<file path="src/fsp_defines.svh">
// Timing counts, pin positions and codes for the sector protection host
`ifndef FSP_DEFINES_SVH
`define FSP_DEFINES_SVH

`define FSP_CLK_MHZ          200
`define FSP_PROT_PULSE_US    100
`define FSP_PROT_PULSE_CYC   (`FSP_PROT_PULSE_US * `FSP_CLK_MHZ)
`define FSP_UNPROT_PULSE_MS  10
`define FSP_UNPROT_PULSE_CYC (`FSP_UNPROT_PULSE_MS * 1000 * `FSP_CLK_MHZ)
`define FSP_SETUP_NS         100
`define FSP_SETUP_CYC        ((`FSP_SETUP_NS * `FSP_CLK_MHZ + 999) / 1000)
`define FSP_READ_NS          150
`define FSP_READ_CYC         ((`FSP_READ_NS * `FSP_CLK_MHZ + 999) / 1000)
`define FSP_CNT_W            24
`define FSP_ADDR_W           19
`define FSP_BIT_A0           0
`define FSP_BIT_A1           1
`define FSP_BIT_A6           6
`define FSP_BIT_A12          12
`define FSP_BIT_SEL_LO       16
`define FSP_VERIFY_YES       8'h01
`define FSP_VERIFY_NO        8'h00

`endif

</file>
<file path="src/fsp_pkg.sv">
// Types shared by the sector protection host
package fsp_pkg;
	typedef enum logic [1:0] {
		FSP_OP_PROTECT,
		FSP_OP_UNPROTECT,
		FSP_OP_VERIFY
	} fsp_op_t;

	typedef struct packed {
		fsp_op_t    op;
		logic [2:0] sector;
	} fsp_req_t;

	typedef struct packed {
		logic [18:0] addr;
		logic        chip_en_n;
		logic        out_en_n;
		logic        write_en_n;
		logic        mode_hv;
		logic        oe_hv;
		logic        ce_hv;
	} fsp_pins_t;
endpackage

</file>
<file path="src/fsp_host.sv">
// Host that drives sector protect, unprotect and verify on the flash pins
`timescale 1ns/1ps
`include "fsp_defines.svh"

// Function
// Device keeps protected sector data unchanged on program or erase.
// Device shows polling/toggle status 2-100 us, then valid data.
// Protect entry: write high, chip low, high voltage on mode line, output.
// Upper three address lines pick sector; other lines held stable.
// Protect pulse: write-enable low for 100 us once inputs settle.
// Verify: write high, output low, chip low, mode line at high voltage.
// Protect verify read: A0 and A6 low, A1 high, sector upper bits.
// Device answers 01h for protected sector, 00h for unprotected.
// Protect every sector before unprotecting.
// Unprotect entry: high voltage on mode line, output, chip; A6 A12 high.
// Unprotect pulse: write-enable low 10 ms; all sectors cleared.
// Unprotect verify: A1, A6 high, A0 low; answer as protect verify. The host has one verify, which drives A6 low.
// Device ships with every sector unprotected.
// Device ignores commands and resets to read under low supply.
// Device refuses command after power-up with chip, write low.
// Device enters read mode after power-up unaided.
// Device ignores control pulses shorter than about 5 ns.
// Device holds a protection flag per sector, checked before writes.
module fsp_host
	import fsp_pkg::*;
#(
	parameter int unsigned PROT_CYC   = `FSP_PROT_PULSE_CYC,
	parameter int unsigned UNPROT_CYC = `FSP_UNPROT_PULSE_CYC
) (
	input  wire logic       ref_clk,
	input  wire logic       reset,
	input  wire logic       clk_en,
	input  wire logic       req_valid,
	output logic            req_ready,
	input  wire fsp_req_t   req,
	output logic            done,
	output logic            verify_protected,
	output fsp_pins_t       pins,
	input  wire logic [7:0] byte_lines_in,
	output logic [7:0]      byte_lines_out,
	output logic            byte_lines_oe_n
);
	typedef enum logic [2:0] {
		ST_IDLE, ST_SETUP, ST_PULSE, ST_HOLD, ST_READ, ST_DONE
	} fsp_state_t;

	localparam logic [23:0] SETUP_CYC = 24'(`FSP_SETUP_CYC);
	localparam logic [23:0] READ_CYC  = 24'(`FSP_READ_CYC);

	fsp_state_t  state_r, state_nxt;
	fsp_op_t     op_r;
	logic [2:0]  sector_r;
	logic [23:0] cnt_r, cnt_nxt;
	logic [7:0]  sync1_r, sync2_r, sync3_r;
	logic        verify_r;
	logic        done_r;
	wire         cnt_zero = (cnt_r == 24'h000000);
	wire         is_unprot = (op_r == FSP_OP_UNPROTECT);
	wire         is_verify = (op_r == FSP_OP_VERIFY);
	wire [23:0]  pulse_cyc = is_unprot ? 24'(UNPROT_CYC) : 24'(PROT_CYC);

	// Address pattern for the chosen operation
	function automatic logic [18:0] op_addr(fsp_op_t op, logic [2:0] sec);
		logic [18:0] a;
		a = 19'h00000;
		a[18:16] = sec;
		if (op == FSP_OP_VERIFY) begin
			a[`FSP_BIT_A1] = 1'b1;
			a[`FSP_BIT_A6] = 1'b0;
			a[`FSP_BIT_A0] = 1'b0;
		end else if (op == FSP_OP_UNPROTECT) begin
			a[`FSP_BIT_A6]     = 1'b1;
			a[`FSP_BIT_A12]    = 1'b1;
			a[`FSP_BIT_SEL_LO] = 1'b1;
		end
		return a;
	endfunction

	// ----------------------------------------------------------------
	// Sequencer
	// ----------------------------------------------------------------
	assign req_ready = (state_r == ST_IDLE);

	always_comb begin
		state_nxt = state_r;
		cnt_nxt = cnt_zero ? 24'h000000 : cnt_r - 24'h000001;
		case (state_r)
		ST_IDLE: begin
			if (req_valid) begin
				state_nxt = ST_SETUP;
				cnt_nxt   = SETUP_CYC;
			end
		end
		ST_SETUP: begin
			if (cnt_zero) begin
				state_nxt = is_verify ? ST_READ : ST_PULSE;
				cnt_nxt   = is_verify ? READ_CYC : pulse_cyc;
			end
		end
		ST_PULSE: begin
			if (cnt_zero) begin
				state_nxt = ST_HOLD;
				cnt_nxt   = SETUP_CYC;
			end
		end
		ST_HOLD, ST_READ: begin
			if (cnt_zero)
				state_nxt = ST_DONE;
		end
		default: state_nxt = ST_IDLE;
		endcase
	end

	always_ff @(posedge ref_clk or posedge reset) begin
		if (reset) begin
			state_r  <= ST_IDLE;
			cnt_r    <= 24'h000000;
			op_r     <= FSP_OP_VERIFY;
			sector_r <= 3'h0;
		end else if (clk_en) begin
			state_r <= state_nxt;
			cnt_r   <= cnt_nxt;
			if (state_r == ST_IDLE && req_valid) begin
				op_r     <= req.op;
				sector_r <= req.sector;
			end
		end
	end

	// ----------------------------------------------------------------
	// Verify data capture, three-stage synchroniser
	// ----------------------------------------------------------------
	always_ff @(posedge ref_clk or posedge reset) begin
		if (reset) begin
			sync1_r  <= 8'h00;
			sync2_r  <= 8'h00;
			sync3_r  <= 8'h00;
			verify_r <= 1'b0;
			done_r   <= 1'b0;
		end else if (clk_en) begin
			sync1_r <= byte_lines_in;
			sync2_r <= sync1_r;
			sync3_r <= sync2_r;
			done_r  <= (state_r == ST_DONE);
			// Sample only once the last two stages agree, near the end of access
			if (state_r == ST_READ && cnt_zero && sync2_r == sync3_r)
				verify_r <= (sync3_r == `FSP_VERIFY_YES);
		end
	end

	assign done = done_r;
	assign verify_protected = verify_r;

	// ----------------------------------------------------------------
	// Pin drive
	// ----------------------------------------------------------------
	wire active = (state_r != ST_IDLE) && (state_r != ST_DONE);

	always_ff @(posedge ref_clk or posedge reset) begin
		if (reset) begin
			pins <= '{addr: 19'h00000, chip_en_n: 1'b1, out_en_n: 1'b1,
				write_en_n: 1'b1, mode_hv: 1'b0, oe_hv: 1'b0, ce_hv: 1'b0};
		end else if (clk_en) begin
			pins.addr       <= op_addr(op_r, sector_r);
			pins.mode_hv    <= active;
			pins.oe_hv      <= active && !is_verify;
			pins.ce_hv      <= active && is_unprot;
			pins.chip_en_n  <= !(active && !is_unprot);
			pins.out_en_n   <= !(state_r == ST_READ);
			pins.write_en_n <= !(state_nxt == ST_PULSE);
		end
	end

	// Host never drives the data lines during these operations
	assign byte_lines_out  = 8'h00;
	assign byte_lines_oe_n = 1'b1;

	// ----------------------------------------------------------------
	// Pulse length and protect history, watched by the checks
	// ----------------------------------------------------------------
	// History covers only this run; the device keeps its flags for good
	localparam logic [23:0] PROT_LEN   = 24'(PROT_CYC + 1);
	localparam logic [23:0] UNPROT_LEN = 24'(UNPROT_CYC + 1);

	logic [23:0] low_len_r;
	logic [7:0]  prot_seen_r;
	wire         pulse_end = (state_r == ST_PULSE) && cnt_zero;

	always_ff @(posedge ref_clk or posedge reset) begin
		if (reset) begin
			low_len_r   <= 24'h000000;
			prot_seen_r <= 8'h00;
		end else if (clk_en) begin
			low_len_r <= pins.write_en_n ? 24'h000000
				: low_len_r + 24'h000001;
			if (pulse_end && is_unprot)
				prot_seen_r <= 8'h00;
			else if (pulse_end)
				prot_seen_r[sector_r] <= 1'b1;
		end
	end
endmodule

</file>
<file path="config.mk">
export PLATFORM = sky130hd
export DESIGN_NAME = fsp_host
export DESIGN_NICKNAME = d
export VERILOG_FILES = /design/src/fsp_pkg.sv /design/src/fsp_host.sv
export VERILOG_INCLUDE_DIRS = /design/src
export SDC_FILE = /design/constraint.sdc
export NUM_CORES = 1
export LEC_CHECK = 0
export BUFFER_PORTS_ARGS = -buffer_cell sky130_fd_sc_hd__buf_2
export CORE_MARGIN = 3
export CORE_UTILIZATION = 45
export DETAILED_ROUTE_END_ITERATION = 12
export PLACE_DENSITY = 0.72
export SETUP_SLACK_MARGIN = 0.05
export SYNTH_ARGS = -nofsm -noshare
export SYNTH_HDL_FRONTEND = slang
export SYNTH_SLANG_ARGS = --single-unit
</file>
<file path="constraint.sdc">
create_clock -name ref_clk -period 2.9 [get_ports ref_clk]
set_input_delay 0.29 -clock ref_clk [delete_from_list [all_inputs] [get_ports ref_clk]]
set_output_delay 0.29 -clock ref_clk [all_outputs]
set_load 0.02 [all_outputs]
</file>
## After elaboration in Yosys (flattened, before gate mapping)

Cells that the tools add are included.

| word-level totals | value |
|---|---|
| register bits | 71 |
| latch bits | 0 |
| bits in writable memories | 0 |
| bits in read-only memories | 0 |
| input port bits | 17 |
| output and inout bits | 37 |
| word-level logic and storage cells | 64 |
| memories kept | 0 |

| operators by class | value |
|---|---|
| $add $sub $neg | 1 |
| multiply operators | 0 |
| divide/modulo/power cells | 0 |
| $lt $le $gt $ge | 0 |
| equal/unequal tests | 11 |
| shifts and indexed selects | 0 |
| multiplexer cells | 18 |
| bitwise logic cells | 0 |
| reduce and logical (&&, ||, !) cells | 18 |

Operators by type and width:

| kind | count |
|---|---|
| $mux W24 | 4 |
| $pmux W24 S3 | 1 |
| $mux W21 | 2 |
| $logic_not A24 Y1 | 1 |
| $sub A24 B1 Y24 const B | 1 |
| $mux W3 | 5 |
| $pmux W3 S4 | 1 |
| $eq A3 B2 Y1 const B | 3 |
| $eq A8 B1 Y1 const B | 1 |
| $eq A8 B8 Y1 | 1 |
| $logic_and A1 B1 Y1 | 7 |
| $eq A3 B3 Y1 const B | 2 |
| $logic_not A1 Y1 | 5 |
| $mux W1 | 4 |
| $reduce_and A2 Y1 | 2 |
| $eq A3 B1 Y1 const B | 1 |
| $logic_not A3 Y1 | 1 |
| $ne A3 B3 Y1 const B | 1 |
| $reduce_bool A3 Y1 | 1 |
| $eq A2 B1 Y1 const B | 1 |
| $eq A2 B2 Y1 const B | 1 |
| $mux W2 | 1 |
| $reduce_or A2 Y1 | 1 |

## Longest topological paths before layout

| depth | value |
|---|---|
| depth in word-level cells | 6 |
| depth in mapped cells | 8 |
| gate-level depth less buffers | 7 |

## Least setup slack after synthesis

Ideal clock, no wire load.

| path | value |
|---|---|
| path type | register to register |
| from | register cnt_r[4] |
| to | register cnt_r[15] |
| library setup time | 0.120 ns |
| data arrival time | 2.156 ns |
| required time | 2.780 ns |
| path slack | 0.624 ns |
| cell stages (with the launch flop) | 7 |
| path buffers | 1 |
| clock period less this slack | 2.276 ns |
| cell sequence | dfrtp_1 or4_4 or3_4 buf_6 o41ai_2 o221ai_1 a31o_1 |

| between the ends | value |
|---|---|
| longest elaborated chain between the ends | 4 |
| elaborated cells between the ends (all ways) | 7 |
| classes of those cells | add/sub: 1; mux: 5; reduce/logical: 1 |

RTL lines:

| what | RTL line | source |
|---|---|---|
| start, declared | fsp_host.sv:53 | `logic [23:0] cnt_r, cnt_nxt;` |
| start signal, assigned | fsp_host.sv:122 | `cnt_r <= cnt_nxt;` |
| $sub A24 B1 Y24 or $logic_not A24 Y1 (tied branches) | fsp_host.sv:86, fsp_host.sv:57 |  |
| $mux W24 | fsp_host.sv:86 | `cnt_nxt = cnt_zero ? 24'h000000 : cnt_r - 24'h000001;` |
| $mux W24 (on tied branches) | fsp_host.sv:101, fsp_host.sv:89, fsp_host.sv:95 |  |
| $pmux W24 S3 (*) | fsp_host.sv:87 | `case (state_r)` |

Mark *: on every way between the ends. The rest lies on a longest branch, timed or not.
A chain may end at the register's enable or synchronous reset.

## Worst setup path in the final report

| path | value |
|---|---|
| from | register cnt_r[8] |
| to | register cnt_r[11] |

Same word-level chain as after synthesis.

==> summary.txt <==
Timing
  – Slew @ Worst Pin: 0.8149 ns
  – Slew Viols, Final: 0
  – Setup TNS: 0 ns
  – F_max: 400.6 MHz
  – Setup violations, final: 0
  – Headroom to the max-slew limit: 0.4559
  – RSZ-0062 raised after global routing: false
  – Tcrit/Tclk final: 0.8607
  – Final min period: 2.496 ns
  – Skew final: 0.006897 ns
  – Hold Vio Cnt, Final: 0

Synthesis
  – Cells after Synth: 357
  – Post-synth top flop: dfrtp_1
  – Mux cell area share after synthesis: 0.1055
  – Distinct cells, synth: 60
  – Number of flops mapped to enable cells by yosys: 0
  – Synth Area in Simple Gates: 0.1530
  – Register area share after synthesis: 0.4663
  – Synthesis warning total: 0
  – Adder-Cell Fraction of Synth Area: 0.01348
  – Largest family of logic cells by synthesized area: simple AND/OR/NAND/NOR gates
  – Async SR Flop Fraction: 1.000
  – Post-Synth XOR/XNOR Area: 0.02594
  – Compound-gate portion of the synthesized area: 0.1530
  – Post-synthesis register bit count: 69
  – Avg Cell Area, Syn: 10.40 um2
  – Post-Syn Area: 3714 um2

CTS
  – Maximum clock insertion buffer count: 2
  – Clk sinks: 69
  – Post-CTS Resized: 0
  – Post-CTS setup buffers: 0
  – TritonCTS Buffers: 9
  – CTS tree: built
  – H-tree Lvls: 3
  – Worst-path clk slew: 0.07 ns
  – Hold_buf cts: 0
  – Root Buffer: clkbuf_8
  – Worst-Skew Late Latency: 0.35 ns

Place
  – Port Buffers: 31
  – Hpwl dp: 5471 um
  – RePlAce Congestion: 0.8668
  – Placed cells: 482

Global routing
  – GRT overflow: 0
  – Pin count of the biggest net entering global routing: 46
  – First-pass GRT wire length: 13540 um
  – Initial antenna violation count: 0
  – GRT Overall Usage: 0.1734
  – Vias in the first global route: 2792

Worst setup path
  – Critical path required time: 3.13 ns
  – Critical Path Source Type: flip-flop
  – Family with the most delay on the worst path: simple AND/OR/NAND/NOR gates
  – Crit path max fanout: 16
  – CP bufs+invs: 1
  – Crit path cell chain: or4_1 -> or3_4 -> o21ai_2 -> buf_4 -> o21ai_0 -> a22o_1
  – CP endpoint kind: flip-flop
  – CP arrival: 2.73 ns
  – Critical Path Max Stage Delay: 0.65 ns
  – Slowest-stage cell, CP: or4_1
  – Crit path kind: flip-flop to flip-flop

Detailed routing
  – DRC violations left: 0
  – Post-route ant nets: 0
  – Vias post-DR: 2801
  – Initial drt markers: 210
  – WL final: 7740 um
  – DR vias/cell: 5.624
  – Number of iterations in the first detailed-routing pass: 4
  – Drt wl/cell: 15.54 um

Die
  – Die W: 96.84 um
  – Num ports: 54
  – Die area: 9378 um2
  – Initial Util: 0.4708
  – Die H: 96.84 um
  – Core area: 7888 um2
  – Site row count: 32

Power and ir drop
  – Worst IR Drop VDD: 0.4157 mV
  – Pwr/cell area: 559.7 nW/um2
  – Leakage: 1.816 nW

Final layout
  – # fillers: 684
  – Layout cells sized above 1: 0.2626
  – Final net count: 412
  – N_diodes: 0
  – P&R area growth vs syn: 11.02%
  – Post-Layout Cell Count: 498

Min path
  – Hold Crit Class: input port to async pin

Status
  – Status: finished, final reports clean

Flow run
  – Max Cap Viol: 0
## area by class of cell
class | instances | area [um2] | area share
Clock buffer | 11 | 141.4 | 0.03429
Clock inverter | 5 | 58.81 | 0.01426
Inverter | 15 | 56.30 | 0.01366
Multi-Input combinational cell | 254 | 1757 | 0.4261
Sequential cell | 69 | 1732 | 0.4200
Tap cell | 102 | 127.6 | 0.03096
Timing Repair Buffer | 42 | 250.2 | 0.06070
## registers in the layout, indices dropped and copies added, names as in the netlist
signal            cells
cnt_r                24
done                  1
op_r                  2
pins                 11
sector_r              3
state_r               3
sync1_r               8
sync2_r               8
sync3_r               8
verify_protected      1
## Yosys cell counts, types with 6 or more instances
cell | count | area share
a21o_1 | 6 | 0.012
a21oi_1 | 14 | 0.019
buf_4 | 24 | 0.049
clkbuf_1 | 13 | 0.013
dfrtp_1 | 65 | 0.44
inv_1 | 15 | 0.015
mux2_2 | 33 | 0.10
nand2_1 | 15 | 0.015
nand3_1 | 7 | 0.0094
nand4_1 | 6 | 0.010
nor2_1 | 21 | 0.021
nor3_1 | 9 | 0.012
nor4_1 | 8 | 0.013
o21ai_0 | 16 | 0.022
o22ai_1 | 7 | 0.012
xor2_1 | 9 | 0.021
## cells in the final DEF (no fill, tap or decap), drive strengths merged, types with 7 or more instances in the layout
cell type,instances
nor4,9
o21ai,18
nand2,15
inv,16
clkbuf,11
nor3,10
nand3,7
mux2,33
conb,22
a21oi,14
dfrtp,65
xor2,9
buf,42
nor2,21
o22ai,7
## final timing paths
| path | start | endpoint | slack (ns) | depth (start not counted) |
|---|---|---|---|---|
| setup / recovery | cnt_r[8]$_DFFE_PP0P_ | cnt_r[11]$_DFFE_PP0P_ | 0.40 | 6 |
| hold / removal | reset | verify_protected$_DFFE_PP0P_ | 0.10 | 2 |
| setup reg to reg | cnt_r[8]$_DFFE_PP0P_ | cnt_r[11]$_DFFE_PP0P_ | 0.40 | 6 |
| hold reg to reg | pins[3]$_DFFE_PP1P_ | pins[3]$_DFFE_PP1P_ | 0.49 | 2 |
| max in group asynchronous | reset | pins[3]$_DFFE_PP1P_ | 2.07 | 3 |
| min in group ref_clk | byte_lines_in[2] | sync1_r[2]$_DFFE_PP0P_ | 0.17 | 2 |
## per-layer routing
layer	GRT usage	vias up	share of wire
met5	0	-	0
met4	0.06479	0	0.011
met3	0.03461	10	0.044
met2	0.2824	76	0.48
met1	0.2288	1386	0.46
li1	-	1329	-
## where the power goes
group	total, mW	switching [mW]	internal [mW]	leakage (nW)
logic	0.334	0.179	0.156	0.901
clock network	0.795	0.372	0.422	0.0959
registers	1.18	0.111	1.07	0.818
total	2.31	0.662	1.65	1.82
## metrics by stage
stage | setup slack (ns) | instance area, um2 | total power, mW | util | hold WS [ns]
5_1_grt | 0.2464 | 4123 | 2.438 | 0.5227 | 0.1630
3_5_place_dp | 0.4295 | 3923 | 1.533 | 0.4973 | 0.4830
3_3_place_gp | 0.5013 | 3923 | 1.515 | 0.4973 | 0.4788
6_report | 0.4038 | 4123 | 2.307 | 0.5227 | 0.1034
4_1_cts | 0.4161 | 4123 | 2.329 | 0.5227 | 0.1345
2_1_floorplan | 0.6245 | 3789 | 1.450 | - | 0.4406
## cell families after synthesis
logic type | Yosys count
compound gates | 81
xor+xnor | 11
fa+ha+maj | 4
buf+inv | 54
flops | 69
mux | 35
other cells | 2
simple gates | 101
(Power assumes the default switching activity.)
